File: src/hdl/tec_pkg.sv
// Purpose: Shared constants and types of the timer/event counter
// Assumes: Registers are word indexes; byte address is four times the index
// Notes: Index, field positions and reset values are named once here
package tec_pkg;
	// Register indexes; byte addresses are four times these
	localparam logic [5:0] TEC_IDX_COUNT = 6'h0d;
	localparam logic [5:0] TEC_IDX_CTRL = 6'h0e;
	localparam logic [5:0] TEC_IDX_INTERRUPT_CONTROL = 6'h0b;
	// Control register fields
	localparam int TEC_CTRL_PSC_LSB = 0;
	localparam int TEC_CTRL_EDGE = 3;
	localparam int TEC_CTRL_ON = 4;
	localparam int TEC_CTRL_UNUSED = 5;
	localparam int TEC_CTRL_MODE_LSB = 6;
	// Interrupt control fields
	localparam int TEC_INTERRUPT_CONTROL_ETI = 2;
	localparam int TEC_INTERRUPT_CONTROL_TF = 5;
	// Reset values and top of the count
	localparam logic [7:0] TEC_CTRL_RST = 8'h08;
	localparam logic [7:0] TEC_COUNT_RST = 8'h00;
	localparam logic [7:0] TEC_COUNT_MAX = 8'hff;
	// Operating modes
	localparam logic [1:0] TEC_MODE_NONE = 2'h0;
	localparam logic [1:0] TEC_MODE_EVENT = 2'h1;
	localparam logic [1:0] TEC_MODE_TIMER = 2'h2;
	localparam logic [1:0] TEC_MODE_PULSE = 2'h3;
	// Pulse-width measurement states
	typedef enum logic {
		TEC_PW_WAIT,
		TEC_PW_RUN
	} tec_pw_e;
	// Whole state of the counter
	typedef struct packed {
		logic pin_s1;
		logic pin_s2;
		logic pin_prev;
		logic [6:0] presc;
		logic [7:0] count;
		logic [7:0] preload;
		logic [2:0] psc;
		logic edge_sel;
		logic on;
		logic [1:0] mode;
		logic tf;
		logic timer_irq_enable;
		logic irq;
		logic tone;
		logic ovf;
		tec_pw_e pw;
		logic wr_pend;
		logic [5:0] wr_idx;
		logic [31:0] rdata;
	} tec_state_s;
endpackage

File: src/hdl/tec_timer_event_counter.sv
// Purpose: 8-bit count-up timer/event counter with preload, prescaler and three modes
// Assumes: AHB-Lite slave, zero wait states, single word transfers
// Notes: Read data is captured in the address phase; a warm reset never reaches this block
//
// How it works
// Eight-bit up counter clocked by the pin or the prescaled system clock
// Writing the count word loads the preload; reading returns the live count
// Control bits 2:0 divide the system clock by 1 up to 128
// Control bit 3 picks the pin edge: 0 rising, 1 falling
// Control bit 4 enables counting
// Control bit 5 always reads as zero
// Control bits 7:6 pick event, timer or pulse mode; 00 idle
// Event mode counts pin edges; timer and pulse modes count prescaled ticks
// Overflow past FFH reloads from preload and sets the request flag
// Pulse mode starts on the active edge and stops on the return edge
// Pulse completion clears the enable bit; otherwise only software clears it
// Result holds after completion until software re-enables; edges, not levels
// Overflow in pulse mode also reloads and raises the request
// Overflow pulses a wake-up output for the halted core
// Cleared interrupt enable blocks the interrupt output in every mode
// Preload write also loads the counter while counting is off
// A read of the count blocks one count step for coherence
// Overflow feeds the tone output; prescaler drives the PWM time base
// Warm reset from watchdog leaves counter and control untouched
// Request flag stays set until serviced or cleared by software
// Tone output toggles on each overflow, half the overflow rate
// The pin is synchronised by two flops before edge detection
// Prescaler is a free-running seven-stage binary divider
//
// The AHB-Lite interface to the registers was decided locally.
`timescale 1ns/10ps
module tec_timer_event_counter
	import tec_pkg::*;
(
	input wire logic clk_sys_i,
	input wire logic rst_n_i,
	input wire logic hsel_i,
	input wire logic [31:0] haddr_i,
	input wire logic [1:0] htrans_i,
	input wire logic hwrite_i,
	input wire logic [2:0] hsize_i,
	input wire logic [31:0] hwdata_i,
	input wire logic hready_i,
	output logic hreadyout_o,
	output logic hresp_o,
	output logic [31:0] hrdata_o,
	input wire logic timer_event_pin_i,
	input wire logic irq_ack_i,
	output logic timer_irq_o,
	output logic wakeup_o,
	output logic overflow_pulse_o,
	output logic overflow_tone_out_o,
	output logic [6:0] pwm_time_base_o
);
	tec_state_s st;
	tec_state_s st_nxt;
	logic acc;
	logic rd_acc;
	logic [5:0] acc_idx;
	logic [7:0] mask;
	logic tick;
	logic rise;
	logic fall;
	logic act_edge;
	logic ret_edge;
	logic step;
	logic [7:0] wd;
	logic [7:0] ctrl_rd;

	// Bus decode of the address phase
	assign acc = hsel_i && htrans_i[1] && hready_i;
	assign rd_acc = acc && !hwrite_i;
	assign acc_idx = haddr_i[7:2];
	assign wd = hwdata_i[7:0];

	// Prescaler tap: tick when the low psc stages are all ones
	assign mask = 8'((8'h01 << st.psc) - 8'h01);
	assign tick = ((st.presc & mask[6:0]) == mask[6:0]);

	// Edge detection on the synchronised pin only
	assign rise = st.pin_s2 && !st.pin_prev;
	assign fall = !st.pin_s2 && st.pin_prev;
	assign act_edge = st.edge_sel ? fall : rise;
	assign ret_edge = st.edge_sel ? rise : fall;

	// Control register as software sees it
	assign ctrl_rd = {st.mode, 1'b0, st.on, st.edge_sel, st.psc};

	// Next-state logic
	always_comb begin
		st_nxt = st;
		step = 1'b0;
		st_nxt.pin_s1 = timer_event_pin_i;
		st_nxt.pin_s2 = st.pin_s1;
		st_nxt.pin_prev = st.pin_s2;
		st_nxt.presc = st.presc + 7'h01;
		st_nxt.ovf = 1'b0;
		// Counting source per mode
		if (st.on) begin
			unique case (st.mode)
				TEC_MODE_EVENT: step = act_edge;
				TEC_MODE_TIMER: step = tick;
				TEC_MODE_PULSE: step = (st.pw == TEC_PW_RUN) && tick;
				default: step = 1'b0;
			endcase
		end
		// Pulse-width sequencing, edge triggered
		if (st.on && st.mode == TEC_MODE_PULSE) begin
			unique case (st.pw)
				TEC_PW_WAIT: begin
					if (act_edge) begin
						st_nxt.pw = TEC_PW_RUN;
					end
				end
				TEC_PW_RUN: begin
					if (ret_edge) begin
						st_nxt.pw = TEC_PW_WAIT;
						st_nxt.on = 1'b0;
						step = 1'b0;
					end
				end
			endcase
		end else begin
			st_nxt.pw = TEC_PW_WAIT;
		end
		// A count read in progress blocks the step
		if (rd_acc && acc_idx == TEC_IDX_COUNT) begin
			step = 1'b0;
		end
		// Count and overflow with reload
		if (step) begin
			if (st.count == TEC_COUNT_MAX) begin
				st_nxt.count = st.preload;
				st_nxt.ovf = 1'b1;
				st_nxt.tone = !st.tone;
			end else begin
				st_nxt.count = st.count + 8'h01;
			end
		end
		// Request flag cleared by service acknowledge
		if (irq_ack_i) begin
			st_nxt.tf = 1'b0;
		end
		// Data phase of a write
		if (st.wr_pend) begin
			unique case (st.wr_idx)
				TEC_IDX_COUNT: begin
					st_nxt.preload = wd;
					if (!st.on) begin
						st_nxt.count = wd;
					end
				end
				TEC_IDX_CTRL: begin
					st_nxt.psc = wd[TEC_CTRL_PSC_LSB +: 3];
					st_nxt.edge_sel = wd[TEC_CTRL_EDGE];
					st_nxt.on = wd[TEC_CTRL_ON];
					st_nxt.mode = wd[TEC_CTRL_MODE_LSB +: 2];
					st_nxt.pw = TEC_PW_WAIT;
				end
				TEC_IDX_INTERRUPT_CONTROL: begin
					st_nxt.timer_irq_enable = wd[TEC_INTERRUPT_CONTROL_ETI];
					st_nxt.tf = wd[TEC_INTERRUPT_CONTROL_TF];
				end
				default: begin
				end
			endcase
		end
		// Overflow sets the flag, winning over any clear
		if (st_nxt.ovf) begin
			st_nxt.tf = 1'b1;
		end
		st_nxt.irq = st_nxt.tf && st_nxt.timer_irq_enable;
		// Address phase capture
		st_nxt.wr_pend = acc && hwrite_i;
		st_nxt.wr_idx = acc_idx;
		if (rd_acc) begin
			unique case (acc_idx)
				TEC_IDX_COUNT: st_nxt.rdata = {24'h000000, st.count};
				TEC_IDX_CTRL: st_nxt.rdata = {24'h000000, ctrl_rd};
				TEC_IDX_INTERRUPT_CONTROL: st_nxt.rdata = {26'h0000000, st.tf, 2'h0, st.timer_irq_enable, 2'h0};
				default: st_nxt.rdata = 32'h00000000;
			endcase
		end
	end

	// State register; no warm reset input exists, so contents survive a watchdog wake
	always_ff @(posedge clk_sys_i or negedge rst_n_i) begin
		if (!rst_n_i) begin
			st <= '0;
			st.count <= TEC_COUNT_RST;
			st.preload <= TEC_COUNT_RST;
			st.psc <= TEC_CTRL_RST[TEC_CTRL_PSC_LSB +: 3];
			st.edge_sel <= TEC_CTRL_RST[TEC_CTRL_EDGE];
			st.on <= TEC_CTRL_RST[TEC_CTRL_ON];
			st.mode <= TEC_CTRL_RST[TEC_CTRL_MODE_LSB +: 2];
			st.pw <= TEC_PW_WAIT;
		end else begin
			st <= st_nxt;
		end
	end

	// Outputs straight from state
	assign hreadyout_o = 1'b1;
	assign hresp_o = 1'b0;
	assign hrdata_o = st.rdata;
	assign timer_irq_o = st.irq;
	assign wakeup_o = st.ovf;
	assign overflow_pulse_o = st.ovf;
	assign overflow_tone_out_o = st.tone;
	assign pwm_time_base_o = st.presc;

	// Timing seen by the checks below:
	// a step decided in cycle t shows in the count at t+1;
	// a write lands one cycle after its address phase, when wr_pend is high;
	// a count read in its address phase freezes the count for that cycle;
	// the pin reaches pin_s2 two edges after it is sampled.
	// Checks that expect one plain step therefore exclude cycles with a
	// landing write, a blocking read or a pending reload, and the
	// reload checks take the preload value of the cycle before.

	// Helpers: a count read in progress, and a step with no other effect on it
	logic cnt_rd;
	logic step_free;
	assign cnt_rd = rd_acc && acc_idx == TEC_IDX_COUNT;
	assign step_free = !st.wr_pend && !cnt_rd && st.count != TEC_COUNT_MAX;
endmodule // tec_timer_event_counter

File: config.mk
export PLATFORM = sky130hd
export DESIGN_NAME = tec_timer_event_counter
export DESIGN_NICKNAME = d
export VERILOG_FILES = /design/src/hdl/tec_pkg.sv /design/src/hdl/tec_timer_event_counter.sv
export SDC_FILE = /design/constraint.sdc
export NUM_CORES = 1
export LEC_CHECK = 0
export ABC_AREA = 1
export BUFFER_PORTS_ARGS = -buffer_cell sky130_fd_sc_hd__buf_4
export CORE_MARGIN = 4
export CORE_UTILIZATION = 40
export CTS_BUF_LIST = sky130_fd_sc_hd__clkbuf_2
export DETAILED_ROUTE_END_ITERATION = 10
export PLACE_DENSITY = 0.72
export SETUP_SLACK_MARGIN = 0.5
export SYNTH_ARGS = -nofsm -noshare
export SYNTH_HDL_FRONTEND = slang
export SYNTH_SLANG_ARGS = --single-unit
File: constraint.sdc
create_clock -name clk_sys_i -period 1.9 [get_ports clk_sys_i]
set_input_delay 0 -clock clk_sys_i [delete_from_list [all_inputs] [get_ports clk_sys_i]]
set_output_delay 0 -clock clk_sys_i [all_outputs]
set_load 0.02 [all_outputs]
==> flow_metrics.py <==
metrics = {
    "power": {
        "p_comb_share_pct": 17.4,
        "p_total_uw": 2440,
        "power_density_nw_per_um2": 652,
        "pwr-share-clk_pct": 30.3,
        "power.switching_uw": 713,
        "p_seq_share_pct": 52.3,
        "leakage_uw": 0.00200,
        "p_sw_share_pct": 29.2,
        "p_int_uw": 1730,
        "ir_drop_mv": 0.336,
    },
    "timing": {
        "fin_setup_tns_ns": -0.863,
        "fin_ws_ns": -0.184,
        "finClkSkew_ns": 0.0272,
        "clock.fmax_ghz": 0.480,
        "post-route-period-util_pct": 110,
        "rsz0062_at_grt": "true",
        "relSlewSlack_pct": 55.1,
        "slew_viol_final": 0,
        "finalCriticalPeriod_ns": 2.08,
        "setup_viol": 11,
        "finalHoldViolations": 0,
        "worst_slew_pin_slew_ns": 0.673,
    },
    "routing": {
        "wirelength_mm": 6.82,
        "drc": 0,
        "vias_per_cell": 4.79,
        "first_iter_violations": 125,
        "first_pass_iters": 4,
        "drtAntennaViolNets": 0,
        "wl_per_cell_um": 13.1,
        "via_count": 2496,
    },
    "worst_setup_path": {
        "r2r_end": "st[62]",
        "crit_fanout": 7,
        "r2r_setup_slack_ns": -0.18,
        "r2r_start": "ctrl_rd[0]",
        "rr_worst_depth": 15,
        "crit_type": "register to register",
        "end_kind": "register",
        "required_ns": 2.30,
        "cp-start-kind": "register",
        "arrival_ns": 2.48,
    },
    "grt": {
        "grt_pass1_wl_mm": 11.4,
        "antenna_found_initial": 0,
        "grt_pass1_vias": 2387,
        "grt.met3_usage_pct": 3.79,
        "use_met2_pct": 27.9,
        "grt.total_usage_pct": 16.1,
        "grt_max_degree": 55,
        "grt_busiest_layer": "met2",
        "grt_overflow_total": 0,
        "grt_use_met1_pct": 20.1,
    },
    "run_status": {
        "failed_checks": "negative setup slack",
        "status": "finished with violations",
    },
    "cells_and_area": {
        "fin_area_um2": 3750,
        "final_cells": 521,
        "drive_above_1_share_pct": 27.5,
        "nets": 500,
        "diodes": 0,
        "syn_to_final_growth_pct": 22.7,
    },
    "floorplanning": {
        "start_util_pct": 41.6,
        "coreArea_um2": 7330,
        "die_h_um": 95.4,
        "ios": 121,
        "die_x_um": 95.4,
        "die_area_um2": 9090,
        "rows": 31,
    },
    "clocking": {
        "clk_latency_ns": 0.48,
        "cts_tree": "built",
        "numCtsBuffers": 5,
        "htree_levels": 2,
        "cts_root_buffer": "clkbuf_2",
        "cts.sinks": 54,
        "cts_buffer_depth": 2,
        "path_clk_slew_ns": 0.29,
    },
    "hold_path": {
        "min-delay-path-class": "input port to register",
        "min_from": "hready_i",
        "min_to": "hrdata_o[2]",
        "holdPathStages": 4,
    },
    "synth": {
        "async_reset_ff_share_pct": 100,
        "synth_cell_types": 37,
        "syn-mean-instance-area_um2": 8.43,
        "yosysTopAreaCell": "dfrtp_1",
        "synth.ff_latch_count": 54,
        "yosysSeqAreaShare_pct": 44.3,
        "yosysWarnings": 0,
        "syn_inst": 362,
        "syn_area_um2": 3050,
        "ys.flop_type": "dfrtp_1",
        "synth_enable_flop_cells": 0,
        "synth.area.top_cells": "dfrtp_1 (43%), buf_4 (11%), nand2_1 (9.0%)",
        "synth_top_area_share_pct": 43.4,
    },
    "placed_design": {
        "gp_congestion": 0.905,
        "dpl.hpwl_mm": 4.83,
        "postPlaceCellArea_um2": 3320,
        "port_buffers": 40,
        "numPlacedInstances": 491,
    },
    "run": {
        "maxCapViolations": 0,
    },
}
==> kinds of logic (layout without fill, tap and decap cells) <==
| family | count (synthesis) | in the layout | synth area share, % |
|---|---|---|---|
| buffers and inverters | 96 | 132 | 17.4 |
| muxes | 8 | 8 | 2.95 |
| and+or+nand+nor | 143 | 143 | 22.8 |
| AOI/OAI and AO/OA | 49 | 49 | 8.81 |
| DFF | 54 | 54 | 44.3 |
| adders and majority gates | 3 | 3 | 1.23 |
| other | 2 | 26 | 0.246 |
| xor gates and xnor gates | 7 | 7 | 2.25 |
==> worst max-delay path by stage <==
stage | from | endpoint | slack [ns] | cells after the start
after detailed placement | ctrl_rd[0] | st[63] | -0.05 | 16
after global placement | ctrl_rd[0] | st[63] | 0.01 | 16
final | ctrl_rd[0] | st[62] | -0.18 | 15
after floorplan | ctrl_rd[1] | overflow_tone_out_o | 0.03 | 15
after CTS | ctrl_rd[0] | overflow_tone_out_o | -0.10 | 15
after global routing | ctrl_rd[0] | st[62] | -0.31 | 15
==> what timing repair did <==
action | 4_1_cts | 5_1_grt
gates resized for setup | 3 | 37
pin swaps | 1 | 0
hold buffers | 20 | 0
endpoints found under the hold margin | 89 | 0
setup buffers | 0 | 2
setup endpoints to repair | 14 | 22
==> Yosys cell counts (3+ instances only) <==
| cell | n |
|---|---|
| nand2_1 | 73 |
| xor2_1 | 6 |
| dfrtp_1 | 53 |
| mux2_2 | 8 |
| nand3_2 | 3 |
| nand3_1 | 25 |
| inv_1 | 45 |
| o21ai_1 | 6 |
| o22ai_1 | 9 |
| ha_1 | 3 |
| inv_2 | 3 |
| buf_4 | 43 |
| nand4_1 | 5 |
| o21ai_0 | 22 |
| nor2_1 | 20 |
| nor2_2 | 4 |
| a21oi_1 | 8 |
==> worst max-delay path: stages, from the launching register on <==
cell	delay (ns)
dfrtp_1	0.45
buf_4	0.13
nand3_1	0.11
ha_4	0.29
inv_2	0.02
nand2_1	0.05
nand2_1	0.04
nor2_1	0.07
nand3_1	0.08
nor2_2	0.10
nand2_2	0.07
nand2_4	0.12
nand2_8	0.10
inv_8	0.08
nor2_1	0.06
o21ai_1	0.21
==> layout make-up <==
type	count	area [µm²]
repair buffers	74	626
flip-flops and latches	54	1350
clock buffers	5	25.0
well taps	99	124
multi-input cells	236	1350
fillers	710	3580
clock inverters	3	68.8
inverters	50	196
==> through the flow <==
step / hold WS [ns] / worst slack [ns] / util, %
2_1_floorplan: -0.296 / 0.0295 / -
3_3_place_gp: 0.0816 / 0.0130 / 45.3
3_5_place_dp: 0.0887 / -0.0474 / 45.3
4_1_cts: 0.0371 / -0.102 / 49.4
5_1_grt: 0.0172 / -0.306 / 51.1
6_report: 0.0196 / -0.184 / 51.1
==> placed cells by master (no fill, tap or decap), types with 5 or more instances in the layout <==
cell	n
a21oi_1	6
buf_4	51
clkbuf_2	5
conb_1	26
dfrtp_1	52
dlygate4sd3_1	20
inv_1	43
inv_2	5
mux2_2	7
nand2_1	65
nand2_2	8
nand3_1	23
nand4_1	5
nor2_1	20
o21ai_0	14
o21ai_1	11
o22ai_1	9
xor2_1	6
==> sequential cells by signal, indices dropped and copies added, names as in the netlist <==
name	cells
overflow_pulse_o	1
ctrl_rd	7
st	29
hrdata_o	8
timer_irq_o	1
pwm_time_base_o	7
overflow_tone_out_o	1
==> power groups by stage <==
| stage | Combinational, µW | Sequential, µW | Clock, µW |
|---|---|---|---|
| 2_1_floorplan | 288 | 1280 | 0 |
| 3_3_place_gp | 355 | 1290 | 0 |
| 3_5_place_dp | 365 | 1300 | 0 |
| 4_1_cts | 402 | 1280 | 747 |
| 5_1_grt | 474 | 1290 | 796 |
| 6_report | 425 | 1280 | 741 |
==> layer usage <==
metal / vias to the layer above / part of all wire [%]
met3: 21 / 6.0
met1: 1184 / 42
met5: - / 0
met2: 83 / 49
li1: 1208 / -
met4: 0 / 3.0
Note: power is estimated with default switching activity, not from simulation.
